===== config.mk =====
export PLATFORM = sky130hd
export DESIGN_NAME = tss_top
export DESIGN_NICKNAME = d
export VERILOG_FILES = /design/src/logic/tss_pkg.sv /design/src/logic/tss_top.sv
export VERILOG_INCLUDE_DIRS = /design/src /design/src/logic
export SDC_FILE = /design/constraint.sdc
export NUM_CORES = 1
export LEC_CHECK = 0
export BUFFER_PORTS_ARGS = -buffer_cell sky130_fd_sc_hd__buf_2
export CAP_MARGIN = 20
export CORE_MARGIN = 5
export CORE_UTILIZATION = 40
export DETAILED_ROUTE_END_ITERATION = 10
export GPL_ROUTABILITY_DRIVEN = 0
export PLACE_DENSITY_LB_ADDON = 0.15
export REMOVE_ABC_BUFFERS = 1
export SLEW_MARGIN = 20
export SYNTH_ARGS = -nofsm -noshare
export SYNTH_HDL_FRONTEND = slang
export SYNTH_SLANG_ARGS = --single-unit
export TNS_END_PERCENT = 20

===== constraint.sdc =====
create_clock -name pclk -period 20.2 [get_ports pclk]
set_input_delay 1.01 -clock pclk [delete_from_list [all_inputs] [get_ports pclk]]
set_output_delay 1.01 -clock pclk [all_outputs]
set_load 0.05 [all_outputs]

===== src/logic/tss_defs.svh =====
// Offsets, field positions, limits and reset values of the test-signal setup block
`ifndef TSS_DEFS_SVH
`define TSS_DEFS_SVH
`define TSS_OFF_CMD      8'h00
`define TSS_OFF_ARG      8'h04
`define TSS_OFF_KWORD    8'h08
`define TSS_OFF_STATUS   8'h0C
`define TSS_OFF_RVAL     8'h10
`define TSS_OFF_RINFO    8'h14
`define TSS_OFF_FREQ     8'h18
`define TSS_OFF_LEVEL    8'h1C
`define TSS_CMD_ID_HI    3
`define TSS_CMD_QRY      4
`define TSS_ST_EXEC      0
`define TSS_ST_QRY       1
`define TSS_ST_RESP      2
`define TSS_ST_COMP      3
`define TSS_ST_RNG       4
`define TSS_ST_LVL       5
`define TSS_ST_W1C       3'h7
`define TSS_KW_ON        32'h4F4E0000
`define TSS_KW_OFF       32'h4F464600
`define TSS_KW_V         32'h56000000
`define TSS_KW_CV        32'h43560000
`define TSS_KW_CC        32'h43430000
`define TSS_FREQ_HF_MIN  32'h000001A4
`define TSS_FREQ_HF_MAX  32'h02FAF080
`define TSS_FREQ_LF_MIN  32'h00000000
`define TSS_FREQ_LF_MAX  32'h000F4240
`define TSS_FREQ_100K    32'h000F4240
`define TSS_FREQ_1M      32'h00989680
`define TSS_I_MIN        32'h00000001
`define TSS_I_MAX        32'h0000270F
`define TSS_I_MAX_HF     32'h000007D0
`define TSS_V_MIN        32'h0000000A
`define TSS_V_MAX        32'h00001388
`define TSS_V_MAX_HF     32'h000003E8
`define TSS_RND_F        33'h00000000A
`define TSS_RND_I        33'h000002710
`define TSS_RST_FREQ     32'h00002710
`define TSS_RST_I        32'h00000064
`define TSS_RST_V        32'h000003E8
`define TSS_RESP_MAX     9'h12C
`define TSS_LEN_NR3      9'h009
`define TSS_LEN_NR2      9'h005
`define TSS_RI_PFX       2
`define TSS_RI_ID_LO     3
`define TSS_RI_LEN_LO    8
`endif


===== src/logic/tss_pkg.sv =====
// Types shared by the test-signal setup block
package tss_pkg;
    typedef enum logic [3:0] {
        TSS_FREQ, TSS_HEADER, TSS_LEVEL, TSS_CCUR, TSS_CVOLT,
        TSS_OVOLT, TSS_CLAMP, TSS_CLAMP_I, TSS_CLAMP_V
    } tss_cmd_e;
    typedef enum logic [1:0] {
        open_voltage_drive, const_voltage_drive, const_current_drive
    } tss_drive_e;
    typedef enum logic [1:0] {TSS_FMT_NR2, TSS_FMT_NR3, TSS_FMT_CHAR} tss_fmt_e;
    typedef struct packed {
        logic [31:0] freq;      // 0.1 Hz units
        logic        prefix_on;
        tss_drive_e  drive;
        logic [31:0] cc;        // 10 uA units
        logic [31:0] cv;        // 1 mV units
        logic [31:0] ov;        // 1 mV units
        logic        clamp_on;
        logic [31:0] clamp_i;   // 10 uA units
        logic [31:0] clamp_v;   // 1 mV units
    } tss_set_s;
    typedef struct packed {
        logic [31:0] value;
        tss_fmt_e    fmt;
        logic        prefix;
        logic [3:0]  id;
        logic [8:0]  len;
    } tss_resp_s;
endpackage : tss_pkg


===== src/logic/tss_top.sv =====
// Test-signal setup command interpreter with APB register access
//
// Register access over APB and the register addresses were left to the implementer.
`timescale 1ns/1ps
`include "tss_defs.svh"
module tss_top #(
    parameter bit HIGH_FREQ_VARIANT = 1'b1
) (
    // Clock and reset
    input  wire logic              pclk,
    input  wire logic              presetn,
    // APB slave
    input  wire logic              psel,
    input  wire logic              penable,
    input  wire logic              pwrite,
    input  wire logic [7:0]        paddr,
    input  wire logic [31:0]       pwdata,
    output logic      [31:0]       prdata,
    output logic                   pready,
    output logic                   pslverr,
    // Instrument side
    input  wire logic              comp_active,
    output tss_pkg::tss_set_s      settings,
    output logic                   range_restrict,
    output logic                   level_restrict
);

    tss_pkg::tss_set_s  set_q, set_d;
    tss_pkg::tss_resp_s resp_q, resp_d;
    logic [31:0]        arg_q;
    logic [31:0]        kw_q;
    logic [4:0]         cmd_q;
    logic [2:0]         st_q, st_d;
    logic               rng_q, rng_d;
    logic               lvl_q, lvl_d;
    logic [31:0]        prdata_q;

    // Rounding divide: drops digits finer than the stored resolution
    function automatic logic [31:0] rnd_div(input logic [31:0] a, input logic [32:0] d);
        logic [32:0] t;
        t = ({1'b0, a} + (d >> 1)) / d;
        return t[31:0];
    endfunction : rnd_div

    // Case folding of one ASCII byte
    function automatic logic [7:0] to_upper(input logic [7:0] c);
        return (c >= 8'h61 && c <= 8'h7A) ? (c - 8'h20) : c;
    endfunction : to_upper

    // Inclusive window test used by every numeric setting
    function automatic logic in_win(input logic [31:0] v, input logic [31:0] lo,
                                    input logic [31:0] hi);
        return (v >= lo) && (v <= hi);
    endfunction : in_win

    // Length of the upper-case header including colon and trailing space
    function automatic logic [8:0] hdr_len(input logic [3:0] id);
        unique case (id)
            tss_pkg::TSS_FREQ:    return 9'h00B;
            tss_pkg::TSS_HEADER:  return 9'h008;
            tss_pkg::TSS_LEVEL:   return 9'h007;
            tss_pkg::TSS_CCUR:    return 9'h010;
            tss_pkg::TSS_CVOLT:   return 9'h010;
            tss_pkg::TSS_OVOLT:   return 9'h00F;
            tss_pkg::TSS_CLAMP:   return 9'h009;
            default:              return 9'h011;
        endcase
    endfunction : hdr_len

    // Length of a keyword answer, counting characters up to the first zero byte
    function automatic logic [8:0] kw_len(input logic [31:0] k);
        if (k[23:16] == 8'h00)
            return 9'h001;
        else if (k[15:8] == 8'h00)
            return 9'h002;
        else
            return 9'h003;
    endfunction : kw_len

    // APB decode
    wire         apb_acc  = psel & penable;
    wire         apb_wr   = apb_acc & pwrite;
    wire         sel_cmd  = (paddr == `TSS_OFF_CMD);
    wire         sel_arg  = (paddr == `TSS_OFF_ARG);
    wire         sel_kw   = (paddr == `TSS_OFF_KWORD);
    wire         sel_st   = (paddr == `TSS_OFF_STATUS);
    wire         sel_rval = (paddr == `TSS_OFF_RVAL);
    wire         sel_rinf = (paddr == `TSS_OFF_RINFO);
    wire         sel_freq = (paddr == `TSS_OFF_FREQ);
    wire         sel_lvl  = (paddr == `TSS_OFF_LEVEL);
    wire         addr_ok  = sel_cmd | sel_arg | sel_kw | sel_st | sel_rval | sel_rinf | sel_freq | sel_lvl;
    wire         cmd_wr   = apb_wr & sel_cmd;
    wire [3:0]   cmd_id   = pwdata[`TSS_CMD_ID_HI:0];
    wire         is_qry   = pwdata[`TSS_CMD_QRY];

    // Keyword argument folded to upper case byte by byte
    logic [31:0] kw_up;
    genvar gi;
    generate
        for (gi = 0; gi < 4; gi++)
        begin : g_fold
            assign kw_up[gi*8 +: 8] = to_upper(kw_q[gi*8 +: 8]);
        end
    endgenerate

    wire         kw_on  = (kw_up == `TSS_KW_ON);
    wire         kw_off = (kw_up == `TSS_KW_OFF);
    wire         kw_v   = (kw_up == `TSS_KW_V);
    wire         kw_cv  = (kw_up == `TSS_KW_CV);
    wire         kw_cc  = (kw_up == `TSS_KW_CC);
    wire         kw_bool = kw_on | kw_off;
    wire         kw_mode = kw_v | kw_cv | kw_cc;

    // Argument rounded to the resolution of each kind of setting
    wire [31:0]  f_r = rnd_div(arg_q, `TSS_RND_F);
    wire [31:0]  v_r = rnd_div(arg_q, `TSS_RND_F);
    wire [31:0]  i_r = rnd_div(arg_q, `TSS_RND_I);

    // Frequency window per variant; zero is DC and only legal on the low variant
    wire [31:0]  f_lo = HIGH_FREQ_VARIANT ? `TSS_FREQ_HF_MIN : `TSS_FREQ_LF_MIN;
    wire [31:0]  f_hi = HIGH_FREQ_VARIANT ? `TSS_FREQ_HF_MAX : `TSS_FREQ_LF_MAX;
    wire         f_ok = in_win(f_r, f_lo, f_hi);

    // Level ceilings drop once the active frequency is past 1 MHz
    wire         hf_now = HIGH_FREQ_VARIANT && (set_q.freq > `TSS_FREQ_1M);
    wire [31:0]  i_hi   = hf_now ? `TSS_I_MAX_HF : `TSS_I_MAX;
    wire [31:0]  v_hi   = hf_now ? `TSS_V_MAX_HF : `TSS_V_MAX;
    wire         cc_ok  = in_win(i_r, `TSS_I_MIN, i_hi);
    wire         cv_ok  = in_win(v_r, `TSS_V_MIN, v_hi);
    wire         ov_ok  = in_win(v_r, `TSS_V_MIN, v_hi);
    wire         ci_ok  = in_win(i_r, `TSS_I_MIN, `TSS_I_MAX);
    wire         cvl_ok = in_win(v_r, `TSS_V_MIN, `TSS_V_MAX);

    // A new frequency above 1 MHz forces levels down to the highest legal value
    wire         f_new_hf = HIGH_FREQ_VARIANT && (f_r > `TSS_FREQ_1M);
    wire         f_new_rg = (f_r > `TSS_FREQ_100K);
    wire [31:0]  cc_cl = (f_new_hf && set_q.cc > `TSS_I_MAX_HF) ? `TSS_I_MAX_HF : set_q.cc;
    wire [31:0]  cv_cl = (f_new_hf && set_q.cv > `TSS_V_MAX_HF) ? `TSS_V_MAX_HF : set_q.cv;
    wire [31:0]  ov_cl = (f_new_hf && set_q.ov > `TSS_V_MAX_HF) ? `TSS_V_MAX_HF : set_q.ov;

    // Prefix flag itself is not blocked while compensation runs
    wire         blocked = comp_active && (cmd_id != tss_pkg::TSS_HEADER);

    // Argument legality per command
    logic        arg_ok;
    logic        id_ok;
    always_comb
    begin
        arg_ok = 1'b0;
        id_ok  = 1'b1;
        unique case (cmd_id)
            tss_pkg::TSS_FREQ:    arg_ok = f_ok;
            tss_pkg::TSS_HEADER:  arg_ok = kw_bool;
            tss_pkg::TSS_LEVEL:   arg_ok = kw_mode;
            tss_pkg::TSS_CCUR:    arg_ok = cc_ok;
            tss_pkg::TSS_CVOLT:   arg_ok = cv_ok;
            tss_pkg::TSS_OVOLT:   arg_ok = ov_ok;
            tss_pkg::TSS_CLAMP:   arg_ok = kw_bool;
            tss_pkg::TSS_CLAMP_I: arg_ok = ci_ok;
            tss_pkg::TSS_CLAMP_V: arg_ok = cvl_ok;
            default:              id_ok  = 1'b0;
        endcase
    end

    wire         do_set   = cmd_wr && !is_qry && id_ok && arg_ok && !blocked;
    wire         exec_evt = cmd_wr && ((!is_qry && (!arg_ok || blocked)) || !id_ok);

    // Keyword answers for the three keyword settings
    wire [31:0]  kw_prefix = set_q.prefix_on ? `TSS_KW_ON : `TSS_KW_OFF;
    wire [31:0]  kw_clamp  = set_q.clamp_on  ? `TSS_KW_ON : `TSS_KW_OFF;
    logic [31:0] kw_drive;
    always_comb
    begin
        unique case (set_q.drive)
            tss_pkg::const_voltage_drive: kw_drive = `TSS_KW_CV;
            tss_pkg::const_current_drive: kw_drive = `TSS_KW_CC;
            default:                      kw_drive = `TSS_KW_V;
        endcase
    end

    // Query answer: value, format and byte count
    logic [31:0]       q_val;
    tss_pkg::tss_fmt_e q_fmt;
    always_comb
    begin
        q_val = set_q.freq;
        q_fmt = tss_pkg::TSS_FMT_NR3;
        unique case (cmd_id)
            tss_pkg::TSS_HEADER:
            begin
                q_val = kw_prefix;
                q_fmt = tss_pkg::TSS_FMT_CHAR;
            end
            tss_pkg::TSS_LEVEL:
            begin
                q_val = kw_drive;
                q_fmt = tss_pkg::TSS_FMT_CHAR;
            end
            tss_pkg::TSS_CCUR:    q_val = set_q.cc;
            tss_pkg::TSS_CVOLT:
            begin
                q_val = set_q.cv;
                q_fmt = tss_pkg::TSS_FMT_NR2;
            end
            tss_pkg::TSS_OVOLT:
            begin
                q_val = set_q.ov;
                q_fmt = tss_pkg::TSS_FMT_NR2;
            end
            tss_pkg::TSS_CLAMP:
            begin
                q_val = kw_clamp;
                q_fmt = tss_pkg::TSS_FMT_CHAR;
            end
            tss_pkg::TSS_CLAMP_I: q_val = set_q.clamp_i;
            tss_pkg::TSS_CLAMP_V:
            begin
                q_val = set_q.clamp_v;
                q_fmt = tss_pkg::TSS_FMT_NR2;
            end
            default:              q_val = set_q.freq;
        endcase
    end

    wire [8:0]   val_len = (q_fmt == tss_pkg::TSS_FMT_CHAR) ? kw_len(q_val) :
                           (q_fmt == tss_pkg::TSS_FMT_NR3) ? `TSS_LEN_NR3 : `TSS_LEN_NR2;
    wire [8:0]   q_len   = val_len + (set_q.prefix_on ? hdr_len(cmd_id) : 9'h000);
    wire         q_cmd   = cmd_wr && is_qry && id_ok;
    wire         q_long  = q_cmd && (q_len > `TSS_RESP_MAX);
    wire         q_good  = q_cmd && !q_long;

    // Next settings: only a legal, unblocked command changes anything
    always_comb
    begin
        set_d = set_q;
        if (do_set)
        begin
            unique case (cmd_id)
                tss_pkg::TSS_FREQ:
                begin
                    set_d.freq = f_r;
                    set_d.cc   = cc_cl;
                    set_d.cv   = cv_cl;
                    set_d.ov   = ov_cl;
                end
                tss_pkg::TSS_HEADER:  set_d.prefix_on = kw_on;
                tss_pkg::TSS_LEVEL:
                    set_d.drive = kw_cv ? tss_pkg::const_voltage_drive :
                                  kw_cc ? tss_pkg::const_current_drive :
                                          tss_pkg::open_voltage_drive;
                tss_pkg::TSS_CCUR:    set_d.cc      = i_r;
                tss_pkg::TSS_CVOLT:   set_d.cv      = v_r;
                tss_pkg::TSS_OVOLT:   set_d.ov      = v_r;
                tss_pkg::TSS_CLAMP:   set_d.clamp_on = kw_on;
                tss_pkg::TSS_CLAMP_I: set_d.clamp_i = i_r;
                tss_pkg::TSS_CLAMP_V: set_d.clamp_v = v_r;
                default:              set_d = set_q;
            endcase
        end
    end

    // Range and level restriction follow the frequency that is actually applied
    wire         f_apply = do_set && (cmd_id == tss_pkg::TSS_FREQ);
    assign rng_d = f_apply ? f_new_rg : rng_q;
    assign lvl_d = f_apply ? f_new_hf : lvl_q;

    // Answer latch; an over-long answer leaves the old one and flags the error
    always_comb
    begin
        resp_d = resp_q;
        if (q_good)
        begin
            resp_d.value  = q_val;
            resp_d.fmt    = q_fmt;
            resp_d.prefix = set_q.prefix_on;
            resp_d.id     = cmd_id;
            resp_d.len    = q_len;
        end
    end

    // Sticky status; a new event in the cycle of its clear wins
    wire [2:0]   st_clr = (apb_wr && sel_st) ? (pwdata[2:0] & `TSS_ST_W1C) : 3'h0;
    wire [2:0]   st_set = {q_good, q_long, exec_evt};
    assign st_d = (st_q & ~st_clr) | st_set;

    // Read mux, sampled in the setup cycle so prdata comes from a flop
    logic [31:0] rd_mux;
    always_comb
    begin
        rd_mux = 32'h0000_0000;
        if (sel_cmd)
            rd_mux = {27'h0, cmd_q};
        else if (sel_arg)
            rd_mux = arg_q;
        else if (sel_kw)
            rd_mux = kw_q;
        else if (sel_st)
            rd_mux = {26'h0, lvl_q, rng_q, comp_active, st_q};
        else if (sel_rval)
            rd_mux = resp_q.value;
        else if (sel_rinf)
            rd_mux = {15'h0, resp_q.len, 1'b0, resp_q.id, resp_q.prefix, resp_q.fmt};
        else if (sel_freq)
            rd_mux = set_q.freq;
        else if (sel_lvl)
            rd_mux = {30'h0, set_q.drive};
    end

    // Settings and answer state
    always_ff @(posedge pclk or negedge presetn)
    begin
        if (!presetn)
        begin
            set_q.freq      <= `TSS_RST_FREQ;
            set_q.prefix_on <= 1'b0;
            set_q.drive     <= tss_pkg::open_voltage_drive;
            set_q.cc        <= `TSS_RST_I;
            set_q.cv        <= `TSS_RST_V;
            set_q.ov        <= `TSS_RST_V;
            set_q.clamp_on  <= 1'b0;
            set_q.clamp_i   <= `TSS_I_MAX;
            set_q.clamp_v   <= `TSS_V_MAX;
            resp_q          <= '0;
        end
        else
        begin
            set_q  <= set_d;
            resp_q <= resp_d;
        end
    end

    // Software-written argument registers and flags
    always_ff @(posedge pclk or negedge presetn)
    begin
        if (!presetn)
        begin
            arg_q    <= 32'h0000_0000;
            kw_q     <= 32'h0000_0000;
            cmd_q    <= 5'h00;
            st_q     <= 3'h0;
            rng_q    <= 1'b0;
            lvl_q    <= 1'b0;
            prdata_q <= 32'h0000_0000;
        end
        else
        begin
            if (apb_wr && sel_arg)
                arg_q <= pwdata;
            if (apb_wr && sel_kw)
                kw_q <= pwdata;
            if (cmd_wr)
                cmd_q <= pwdata[`TSS_CMD_QRY:0];
            if (psel && !penable)
                prdata_q <= rd_mux;
            st_q  <= st_d;
            rng_q <= rng_d;
            lvl_q <= lvl_d;
        end
    end

    // Zero-wait slave; unmapped addresses answer with an error
    assign pready         = 1'b1;
    assign pslverr        = apb_acc & ~addr_ok;
    assign prdata         = prdata_q;
    assign settings       = set_q;
    assign range_restrict = rng_q;
    assign level_restrict = lvl_q;

endmodule : tss_top


==> impl_metrics.yaml <==
setup_path:
  slowest_stage: "or4_4"
  critPathMaxFanout: 14
  crit_top_cell: "buf_4"
  startpoint_type: "register"
  reg2reg_slack_ps: -260
  critPathCaptureType: "register"
  required_ps: 20630
  worstSetupPathType: "reg2reg"
  worst_ep_arrival_time_ps: 20890
  cpPeakStageDelay_ps: 610
flow_run:
  cap_violations: 0
floorplanning:
  rows: 96
  die_x_um: 274
  io_pins: 278
  die_area_um2: 75000
  core_um2: 68800
  initial_core_util: 0.404
  fp.dieH_um: 274
worst_hold_path:
  hold_path.class: "reg2reg"
timing:
  max-slew-margin-rel: 0.207
  hold_viol_final: 0
  finalCritPeriodShare: 1.01
  rsz0062_at_grt: "true"
  finClkSkew_ps: 28.3
  setup_viol: 154
  setup_tns_ps: -22890
  max_freq_mhz: 48.9
  period_needed_ps: 20460
  worst_pin_slew_ps: 1180
  fin_ws_ps: -256
  slew_violations: 0
placement:
  port_buffers: 244
  hpwl_mm: 88.1
  place_inst: 5209
detailed_routing:
  wirelength_mm: 117
  num_vias: 32145
  dr.pass1.iters: 7
  drt_iter0_markers: 2927
  via_per_inst: 5.97
  wire_per_inst_um: 21.6
  antenna_left: 0
  drc: 0
global_routing:
  grt_start_max_net_pins: 129
  grt_pass1_vias: 30029
  grt_pass1_wl_mm: 175
  grt.overflow.total: 0
  antenna_found_initial: 3
  grt_usage: 0.289
status:
  violations: "setup timing"
  outcome: "finished, violations left"
yosys:
  ys_warn_count: 0
  synth_edf_count: 0
  async_flop_share: 1.00
  synth_area_um2: 27800
  synth.distinct_cells: 135
  synth-seq-area-share: 0.284
  syn_avg_cell_area_um2: 8.08
  ys.flop_type: "dfrtp_1"
  synth_seq_cells: 314
  synthCells: 3446
clock_tree:
  cts_tree: "done"
  cts_sinks: 314
  cts_root_buffer: "clkbuf_16"
  cts_buffers: 34
  htree_levels: 2
  ctsHoldBuffers: 0
  cts_buffer_depth: 3
  path_clk_slew_ps: 60
  clk_latency_ps: 550
layout:
  finalNetCount: 4499
  layout-drive-gt1-share: 0.371
  area_delta_synth_final_pct: 40.7
  instances_no_fill: 5383
[flip-flops by register name, summed over array words and instances (netlist names)]
name,flops
settings,164
resp_q,44
arg_q,32
kw_q,32
prdata,32
cmd_q,5
st_q,3
level_restrict,1
range_restrict,1
[worst max-delay path: cells and delay by family, from the launching register on]
| kind | cells | cell delay (ps) |
|---|---|---|
| compound gates | 42 | 9240 |
| simple gates | 24 | 6260 |
| buf+inv | 12 | 1860 |
| mux | 5 | 1530 |
| xor+xnor | 5 | 830 |
| flops | 1 | 380 |
| fa+ha+maj | 1 | 170 |
[per-layer routing]
metal	global-route usage	wire length, µm
met4	0.0969	4650
met5	0	27
met2	0.472	53300
met1	0.396	49700
met3	0.0385	8860
[through the flow]
stage | utilization | instance area (µm²) | hold slack, ps | worst slack, ps
after floorplan | - | 26900 | 440 | -2360
after global placement | 0.513 | 35300 | 457 | -825
after detailed placement | 0.513 | 35300 | 459 | -1140
after CTS | 0.544 | 37400 | 475 | 0.954
after global routing | 0.569 | 39100 | 497 | -972
final | 0.569 | 39200 | 479 | -256
[kinds of logic (layout without fill, tap and decap cells)]
kind of cell / count (synthesis) / in the layout / synth area share
multiplexers: 174 / 174 / 0.0693
other: 2 / 35 / 0.000270
AO/OA/AOI/OAI: 1039 / 1039 / 0.274
flip-flops: 314 / 314 / 0.284
AND/OR/NAND/NOR: 1408 / 1408 / 0.251
adder cells (fa/ha/maj): 37 / 37 / 0.0159
buffers and inverters: 293 / 1266 / 0.0486
XOR/XNOR: 179 / 179 / 0.0575
[what timing repair did]
action | in CTS | in global routing
pin swaps | 41 | 113
endpoints found under the setup margin | 167 | 167
buffers inserted | 49 | 65
resized for setup | 114 | 244
gates cloned | 0 | 3
[layout make-up]
cell class | instances | area [µm²]
repair buffers | 1133 | 8230
clock buffers | 44 | 950
clock inverters | 15 | 229
well taps | 931 | 1160
flip-flops and latches | 314 | 7900
inverters | 74 | 278
multi-input cells | 2870 | 20400
fillers | 6328 | 29700
diodes | 2 | 5.00
[cell usage after synthesis, types with 16 or more instances]
master,count,area (µm²)
xor2_1,49,429
xnor2_1,127,1110
and3_1,50,313
buf_2,33,165
a31oi_1,82,513
o21ai_0,166,831
and2_1,48,300
o2111ai_1,16,140
o221ai_1,16,140
mux2_1,52,586
a211oi_1,24,180
a221oi_1,21,184
a211o_1,25,219
o22a_1,19,166
o21ai_1,19,95.1
nand2_1,401,1510
o31ai_1,24,180
a222oi_1,30,300
nor4_1,64,400
buf_4,50,375
nand2b_1,39,244
dfstp_2,33,867
a22oi_1,48,360
or3_1,34,213
mux2i_1,48,480
o22ai_1,27,169
o21a_1,24,180
or2_2,28,175
nor3_1,109,546
or4_1,23,173
inv_1,72,270
clkbuf_1,118,443
nand3_1,129,646
a21oi_1,183,916
mux2_2,70,788
nand4_1,48,300
o31a_1,17,149
dfrtp_1,281,7030
nor2_1,284,1070
ha_1,25,313
o211ai_1,43,323
nor2b_1,83,519
a21o_1,38,285
[final timing paths]
kind                       startpoint       endpoint  cells past startpoint
min in group asynchronous     presetn  settings[101]                      1
max                          arg_q[9]  settings[189]                     89
min reg2reg                resp_q[24]     resp_q[24]                      2
min                        resp_q[24]     resp_q[24]                      2
max in group asynchronous     presetn  settings[121]                      4
max reg2reg                  arg_q[9]  settings[189]                     89
[layout by cell type, fill, tap and decap left out, drive strengths merged, types with 34 or more instances in the layout]
master and n:
a21o 39, a21oi 191, a22oi 48, a31oi 83, and2 54, and3 50, buf 1130, clkbuf 47
dfrtp 281, inv 77, mux2 123, mux2i 50, nand2 401, nand2b 39, nand3 130, nand4 50
nor2 287, nor2b 83, nor3 112, nor4 66, o211ai 47, o21ai 187, or2 35, or3 34
xnor2 130, xor2 49
Power is not shown: default switching activity piles up to over one toggle a cycle in this logic, so the estimate is an artifact.
